$ cat config.mk
export PLATFORM = sky130hd
export DESIGN_NAME = fupb_top
export DESIGN_NICKNAME = d
export VERILOG_FILES = /design/src/common/fupb_pkg.sv /design/src/common/fupb_reg_if.sv /design/src/rtl/fupb_axil_slave.sv /design/src/rtl/fupb_regs.sv /design/src/rtl/fupb_top.sv
export SDC_FILE = /design/constraint.sdc
export NUM_CORES = 1
export LEC_CHECK = 0
export BUFFER_PORTS_ARGS = -buffer_cell sky130_fd_sc_hd__buf_2
export CAP_MARGIN = 40
export CORE_UTILIZATION = 48
export CTS_BUF_LIST = sky130_fd_sc_hd__clkbuf_16
export CTS_CLUSTER_SIZE = 20
export DETAILED_ROUTE_END_ITERATION = 7
export GPL_TIMING_DRIVEN = 0
export PLACE_DENSITY = 0.84
export REMOVE_ABC_BUFFERS = 1
export SLEW_MARGIN = 20
export SYNTH_ARGS = -nofsm -noshare
export SYNTH_HDL_FRONTEND = slang
export SYNTH_SLANG_ARGS = --single-unit
$ cat constraint.sdc
create_clock -name aclk -period 3.5 [get_ports aclk]
set_input_delay 0.7 -clock aclk [delete_from_list [all_inputs] [get_ports aclk]]
set_output_delay 0.7 -clock aclk [all_outputs]
set_load 0.005 [all_outputs]
$ cat src/common/fupb_pkg.sv
// constants for the flash user partition base register block
// assumes a 32-bit AXI4-Lite register bus
package fupb_pkg;
    localparam int unsigned addr_w = 8;
    localparam int unsigned data_w = 32;
    // register byte offsets
    localparam logic [7:0] base_off = 8'h00;
    localparam logic [7:0] size_off = 8'h04;
    localparam logic [7:0] stat_off = 8'h08;
    // field layout of the partition base
    localparam int unsigned base_lsb = 11;
    localparam int unsigned base_msb = 19;
    localparam logic [31:0] base_mask = 32'h000FF800;
    localparam logic [31:0] base_reset = 32'h00000000;
    // default flash size, 128 KB
    localparam logic [31:0] flash_size_default = 32'h00020000;
    // status bit positions
    localparam int unsigned stat_user_bit = 0;
    localparam int unsigned stat_over_bit = 1;
    // axi responses
    localparam logic [1:0] resp_okay = 2'h0;
    localparam logic [1:0] resp_slverr = 2'h2;
endpackage

$ cat src/common/fupb_reg_if.sv
// register access carrier between bus slave and register file
// assumes one clock shared by both ends
`timescale 1ns/10ps
interface fupb_reg_if;
    logic wr_en;
    logic [7:0] wr_addr;
    logic [31:0] wr_data;
    logic [3:0] wr_strb;
    logic wr_err;
    logic [7:0] rd_addr;
    logic [31:0] rd_data;
    logic rd_err;
    modport bus(output wr_en, output wr_addr, output wr_data, output wr_strb,
        input wr_err, output rd_addr, input rd_data, input rd_err);
    modport regs(input wr_en, input wr_addr, input wr_data, input wr_strb,
        output wr_err, input rd_addr, output rd_data, output rd_err);
endinterface

$ cat src/rtl/fupb_axil_slave.sv
// AXI4-Lite slave front end
// assumes one write and one read outstanding at most
`timescale 1ns/10ps
module fupb_axil_slave (
    input wire logic aclk,
    input wire logic aresetn,
    input wire logic [7:0] awaddr,
    input wire logic awvalid,
    output logic awready,
    input wire logic [31:0] wdata,
    input wire logic [3:0] wstrb,
    input wire logic wvalid,
    output logic wready,
    output logic [1:0] bresp,
    output logic bvalid,
    input wire logic bready,
    input wire logic [7:0] araddr,
    input wire logic arvalid,
    output logic arready,
    output logic [31:0] rdata,
    output logic [1:0] rresp,
    output logic rvalid,
    input wire logic rready,
    fupb_reg_if.bus rif
);
    import fupb_pkg::*;

    // ****************
    // write channel
    // ****************
    logic aw_have_reg, aw_have_next;
    logic w_have_reg, w_have_next;
    logic [7:0] awaddr_reg, awaddr_next;
    logic [31:0] wdata_reg, wdata_next;
    logic [3:0] wstrb_reg, wstrb_next;
    logic bvalid_reg, bvalid_next;
    logic [1:0] bresp_reg, bresp_next;
    logic awready_reg, awready_next;
    logic wready_reg, wready_next;
    logic do_write;

    // readies are flops so the top's outputs leave straight from a register
    assign awready = awready_reg;
    assign wready = wready_reg;
    assign do_write = aw_have_reg && w_have_reg && !bvalid_reg;
    assign rif.wr_en = do_write;
    assign rif.wr_addr = awaddr_reg;
    assign rif.wr_data = wdata_reg;
    assign rif.wr_strb = wstrb_reg;
    assign bvalid = bvalid_reg;
    assign bresp = bresp_reg;

    always_comb begin
        aw_have_next = aw_have_reg;
        w_have_next = w_have_reg;
        awaddr_next = awaddr_reg;
        wdata_next = wdata_reg;
        wstrb_next = wstrb_reg;
        bvalid_next = bvalid_reg;
        bresp_next = bresp_reg;
        if (awvalid && awready) begin
            aw_have_next = 1'b1;
            awaddr_next = awaddr;
        end
        if (wvalid && wready) begin
            w_have_next = 1'b1;
            wdata_next = wdata;
            wstrb_next = wstrb;
        end
        if (do_write) begin
            aw_have_next = 1'b0;
            w_have_next = 1'b0;
            bvalid_next = 1'b1;
            bresp_next = rif.wr_err ? resp_slverr : resp_okay;
        end else if (bvalid_reg && bready) begin
            bvalid_next = 1'b0;
        end
        awready_next = !aw_have_next && !bvalid_next;
        wready_next = !w_have_next && !bvalid_next;
    end

    always_ff @(posedge aclk) begin
        if (!aresetn) begin
            aw_have_reg <= 1'b0;
            w_have_reg <= 1'b0;
            awaddr_reg <= 8'h00;
            wdata_reg <= 32'h00000000;
            wstrb_reg <= 4'h0;
            bvalid_reg <= 1'b0;
            bresp_reg <= 2'h0;
            awready_reg <= 1'b1;
            wready_reg <= 1'b1;
        end else begin
            awready_reg <= awready_next;
            wready_reg <= wready_next;
            aw_have_reg <= aw_have_next;
            w_have_reg <= w_have_next;
            awaddr_reg <= awaddr_next;
            wdata_reg <= wdata_next;
            wstrb_reg <= wstrb_next;
            bvalid_reg <= bvalid_next;
            bresp_reg <= bresp_next;
        end
    end

    // ****************
    // read channel
    // ****************
    logic rvalid_reg, rvalid_next;
    logic [31:0] rdata_reg, rdata_next;
    logic [1:0] rresp_reg, rresp_next;
    logic arready_reg, arready_next;

    assign arready = arready_reg;
    assign rif.rd_addr = araddr;
    assign rvalid = rvalid_reg;
    assign rdata = rdata_reg;
    assign rresp = rresp_reg;

    always_comb begin
        rvalid_next = rvalid_reg;
        rdata_next = rdata_reg;
        rresp_next = rresp_reg;
        if (arvalid && arready) begin
            rvalid_next = 1'b1;
            rdata_next = rif.rd_data;
            rresp_next = rif.rd_err ? resp_slverr : resp_okay;
        end else if (rvalid_reg && rready) begin
            rvalid_next = 1'b0;
        end
        arready_next = !rvalid_next;
    end

    always_ff @(posedge aclk) begin
        if (!aresetn) begin
            rvalid_reg <= 1'b0;
            rdata_reg <= 32'h00000000;
            rresp_reg <= 2'h0;
            arready_reg <= 1'b1;
        end else begin
            arready_reg <= arready_next;
            rvalid_reg <= rvalid_next;
            rdata_reg <= rdata_next;
            rresp_reg <= rresp_next;
        end
    end
endmodule

$ cat src/rtl/fupb_regs.sv
// register file holding the partition base
// assumes strobes from the bus slave, one write per cycle
`timescale 1ns/10ps
module fupb_regs (
    input wire logic aclk,
    input wire logic aresetn,
    input wire logic [31:0] flash_size,
    fupb_reg_if.regs rif,
    output logic [31:0] base_value
);
    import fupb_pkg::*;

    logic [8:0] base_reg, base_next;
    logic [31:0] wr_merged;
    logic [31:0] base_word;

    function automatic logic [31:0] merge_strb(input logic [31:0] old_w,
        input logic [31:0] new_w, input logic [3:0] strb);
        logic [31:0] res;
        res = old_w;
        for (int i = 0; i < 4; i++) begin
            if (strb[i]) begin
                res[i*8 +: 8] = new_w[i*8 +: 8];
            end
        end
        return res;
    endfunction

    // low and high bits are hard zero
    assign base_word = {12'h000, base_reg, 11'h000};
    assign base_value = base_word;
    assign wr_merged = merge_strb(base_word, rif.wr_data, rif.wr_strb);
    assign rif.wr_err = !(rif.wr_addr == base_off);

    always_comb begin
        base_next = base_reg;
        if (rif.wr_en && rif.wr_addr == base_off) begin
            base_next = wr_merged[base_msb:base_lsb];
        end
    end

    always_ff @(posedge aclk) begin
        if (!aresetn) begin
            base_reg <= 9'h000;
        end else begin
            base_reg <= base_next;
        end
    end

    always_comb begin
        rif.rd_err = 1'b0;
        if (rif.rd_addr == base_off) begin
            rif.rd_data = base_word;
        end else if (rif.rd_addr == size_off) begin
            rif.rd_data = flash_size;
        end else if (rif.rd_addr == stat_off) begin
            rif.rd_data = 32'h00000000;
            rif.rd_data[stat_user_bit] = (base_word != 32'h00000000);
            rif.rd_data[stat_over_bit] = (base_word > flash_size);
        end else begin
            rif.rd_data = 32'h00000000;
            rif.rd_err = 1'b1;
        end
    end
endmodule

$ cat src/rtl/fupb_top.sv
// Contract
// - bits 31..20 read zero and ignore writes
// - bits 19..11 hold the writable user partition base
// - bits 10..0 read zero, base moves in 2 KB steps
// - reset forces the base to zero
// - base zero means all kernel, no user partition
//
// top of the flash user partition base block
// assumes AXI4-Lite master on aclk, flash size given as a static input
`timescale 1ns/10ps
module fupb_top #(
    parameter logic [31:0] flash_size_value = fupb_pkg::flash_size_default
) (
    input wire logic aclk,
    input wire logic aresetn,
    input wire logic [7:0] awaddr,
    input wire logic awvalid,
    output logic awready,
    input wire logic [31:0] wdata,
    input wire logic [3:0] wstrb,
    input wire logic wvalid,
    output logic wready,
    output logic [1:0] bresp,
    output logic bvalid,
    input wire logic bready,
    input wire logic [7:0] araddr,
    input wire logic arvalid,
    output logic arready,
    output logic [31:0] rdata,
    output logic [1:0] rresp,
    output logic rvalid,
    input wire logic rready,
    output logic [31:0] user_base,
    output logic user_partition_en,
    output logic base_over_size
);
    import fupb_pkg::*;

    // base moves in 2 KB steps, so a size off that grid cannot be compared fairly
    if (flash_size_value[10:0] != 11'h000) begin : g_size_check
        $error("flash size must be a multiple of 2 KB");
    end

    // ****************
    // instances
    // ****************
    fupb_reg_if rif();
    logic [31:0] base_value;
    logic awready_c, wready_c, arready_c;

    fupb_axil_slave u_slave (
        .aclk(aclk),
        .aresetn(aresetn),
        .awaddr(awaddr),
        .awvalid(awvalid),
        .awready(awready_c),
        .wdata(wdata),
        .wstrb(wstrb),
        .wvalid(wvalid),
        .wready(wready_c),
        .bresp(bresp),
        .bvalid(bvalid),
        .bready(bready),
        .araddr(araddr),
        .arvalid(arvalid),
        .arready(arready_c),
        .rdata(rdata),
        .rresp(rresp),
        .rvalid(rvalid),
        .rready(rready),
        .rif(rif)
    );

    fupb_regs u_regs (
        .aclk(aclk),
        .aresetn(aresetn),
        .flash_size(flash_size_value),
        .rif(rif),
        .base_value(base_value)
    );

    // readies derive from registered state only
    assign awready = awready_c;
    assign wready = wready_c;
    assign arready = arready_c;

    // ****************
    // partition outputs
    // ****************
    logic user_en_next, over_next;
    logic user_en_reg, over_reg;
    logic [31:0] base_out_reg;

    always_comb begin
        user_en_next = (base_value != 32'h00000000);
        // flag only; the write still lands so software sees its mistake
        over_next = (base_value > flash_size_value);
    end

    always_ff @(posedge aclk) begin
        if (!aresetn) begin
            user_en_reg <= 1'b0;
            over_reg <= 1'b0;
            base_out_reg <= base_reset;
        end else begin
            user_en_reg <= user_en_next;
            over_reg <= over_next;
            base_out_reg <= base_value;
        end
    end

    assign user_partition_en = user_en_reg;
    assign base_over_size = over_reg;
    assign user_base = base_out_reg;
endmodule

==> qor.yml <==
finish:
  mostFrequentLayoutCell: "nand2_1"
  nets: 414
  n_antenna_cell: 0
  syn_to_final_growth_pct: 17.7
  layout_common_cells: "70 x nand2_1, 62 x buf_2, 59 x dfxtp_1"
  utilization_pct: 58.8
  largest_reg_flops: 11
  drive_gt1_share_pct: 22.8
  final_cells: 430
  final_area_um2: 3020
timing:
  drv_slew: 0
  max_freq_ghz: 0.565
  slew-limit-headroom_pct: 50.0
  whs_ns: 0.445
  finalSetupTns_ns: 0
  finalClockSkew_ns: 0.00457
  hold_viol: 0
  final.min_clock_period_ns: 1.77
  grt_setup_unrepaired: "no"
  period_share_pct: 50.6
  worst_slew_pin_slew_ns: 0.743
  fin_ws_ns: 1.73
  setup_viol: 0
place:
  dp_cells: 414
  pre_cts_ws_ns: 1.41
  postPlaceCellArea_um2: 2740
  gp_congestion: 0.776
  numPortBuffers: 62
  dp_hpwl_mm: 3.36
floorplanning:
  core_area_um2: 5140
  die_h_um: 75.1
  start_util_pct: 49.9
  rows: 26
  pin_count: 134
  die_w_um: 75.1
  die_area_um2: 5640
global_routing:
  grt_use_total_pct: 18.5
  grt_pass1_vias: 1762
  overflow: 0
  antenna_found_initial: 0
  grt_max_degree: 34
  grt_pass1_wl_mm: 7.61
clock_tree:
  htreeDepth: 3
  clk-insertion-delay-late_ns: 0.32
  cts_tree: "done"
  ctsRootBufferMaster: "clkbuf_16"
  clock_path_buffers: 2
  clock_sink_count: 59
  postCtsHoldBufs: 0
  cts_setup_buffers: 0
  clk_pin_slew_ns: 0.05
  cts.repair.resized: 0
  cts_made_buffers: 9
synthesis:
  ys_ff_latch: 59
  avgSynthCellArea_um2: 8.64
  synth_top_area_share_pct: 46.0
  synth_area_um2: 2570
  synth_area_leader_cell: "dfxtp_1"
  synth_cells: 297
  ys_seq_area_share_pct: 46.0
  ys_top_cells_by_area: "dfxtp_1 46%, buf_4 13%, nand2_1 10%"
  yosys_warnings: 0
  synth_cell_type_count: 29
critical_path:
  endpoint_kind: "flop"
  cp-start-kind: "input pin"
  cp_data_required_time_ns: 3.76
  path_class: "in2reg"
  crit_chain: "buf_2, inv_2, a311oi_1, a41o_1"
  cpLargestDelayFamily: "buffers and inverters"
  crit_buf_inv: 2
  critPathSlowestCell: "a311oi_1"
  arrival_ns: 2.03
  slowest_delay_ns: 0.38
  crit_fanout: 33
pwr:
  ir_drop_mv: 0.279
  power_frac_clock_pct: 50.1
  comb_power_share_pct: 7.1
  powerDensity_nw_per_um2: 548
  p_seq_share_pct: 42.8
  p_sw_mw: 0.378
  swShare_pct: 22.8
  leakagePower_nw: 1.47
  p_int_mw: 1.28
  total_power_mw: 1.66
status:
  status: "completed"
route:
  num_vias: 1991
  route.detailed.drc: 0
  drt_pre_antenna_iters: 6
  vias_per_cell: 4.63
  drt-total-wl_mm: 4.70
  wl_per_cell_um: 10.9
  initialDrtViolationCount: 60
  ant_nets: 0
min_path:
  holdCritPathClass: "reg2reg"
job:
  cap_violations: 0
cell families after synthesis:
group	after synthesis	share of synthesized area, %
AO/OA/AOI/OAI	39	8.68
buffers and inverters	73	17.4
AND/OR/NAND/NOR	116	24.2
multiplexers	9	3.51
flip-flops	59	46.0
other	1	0.146
worst reg2reg max path: stages, from the launching register on:
cell and delay, ns:
dfxtp_1 0.30, or4_4 0.58, nor4_4 0.51, mux2i_1 0.26
power by group through the flow:
stage,clock (mW),sequential (mW),combinational (mW)
after floorplan,0,0.720,0.0720
after global placement,0,0.721,0.116
after detailed placement,0,0.722,0.119
after CTS,0.839,0.709,0.119
after global routing,0.885,0.712,0.136
final,0.829,0.709,0.118
routing by layer:
layer | track usage, % | wire length, µm | vias to the layer above
li1 | - | - | 1008
met1 | 20.2 | 2020 | 899
met3 | 6.96 | 308 | 7
met4 | 7.55 | 55 | 0
met5 | 0 | 0 | -
met2 | 32.4 | 2310 | 77
worst paths after layout:
kind / start / to / slack [ns] / cells after the start
worst max register to register: u_slave.rif.wr_addr[0]$_SDFFE_PN0P_ / u_regs.base_reg[4]$_SDFFE_PN0P_ / 1.77 / 3
worst max-delay path: aresetn / u_slave.rdata[1]$_SDFFE_PN0P_ / 1.73 / 4
worst min register to register: u_slave.rdata[11]$_SDFFE_PN0P_ / u_slave.rdata[11]$_SDFFE_PN0P_ / 0.45 / 2
worst min-delay path: u_slave.rdata[11]$_SDFFE_PN0P_ / u_slave.rdata[11]$_SDFFE_PN0P_ / 0.45 / 2
area by class of cell:
type | instances | area [µm²]
repair buffers | 62 | 310
fillers | 468 | 2120
clock inverters | 7 | 60.1
clock buffers | 9 | 225
well taps | 70 | 87.6
multi-input cells | 210 | 1110
flip-flops and latches | 59 | 1180
inverters | 13 | 48.8
cell usage after synthesis (all sizes together):
library cell / instances
and4b: 8
and3b: 1
nand4b: 9
or4: 2
o211a: 1
nor3: 3
clkbuf: 14
buf: 46
mux2i: 9
a21oi: 30
nor2b: 1
a41o: 2
a211oi: 1
and2: 4
o21ai: 1
nor4: 4
a31oi: 1
conb: 1
a311oi: 1
nand2: 70
nor2: 11
nand3b: 1
and3: 2
inv: 13
dfxtp: 59
o31ai: 2
Power figures use the tool's default switching activity.
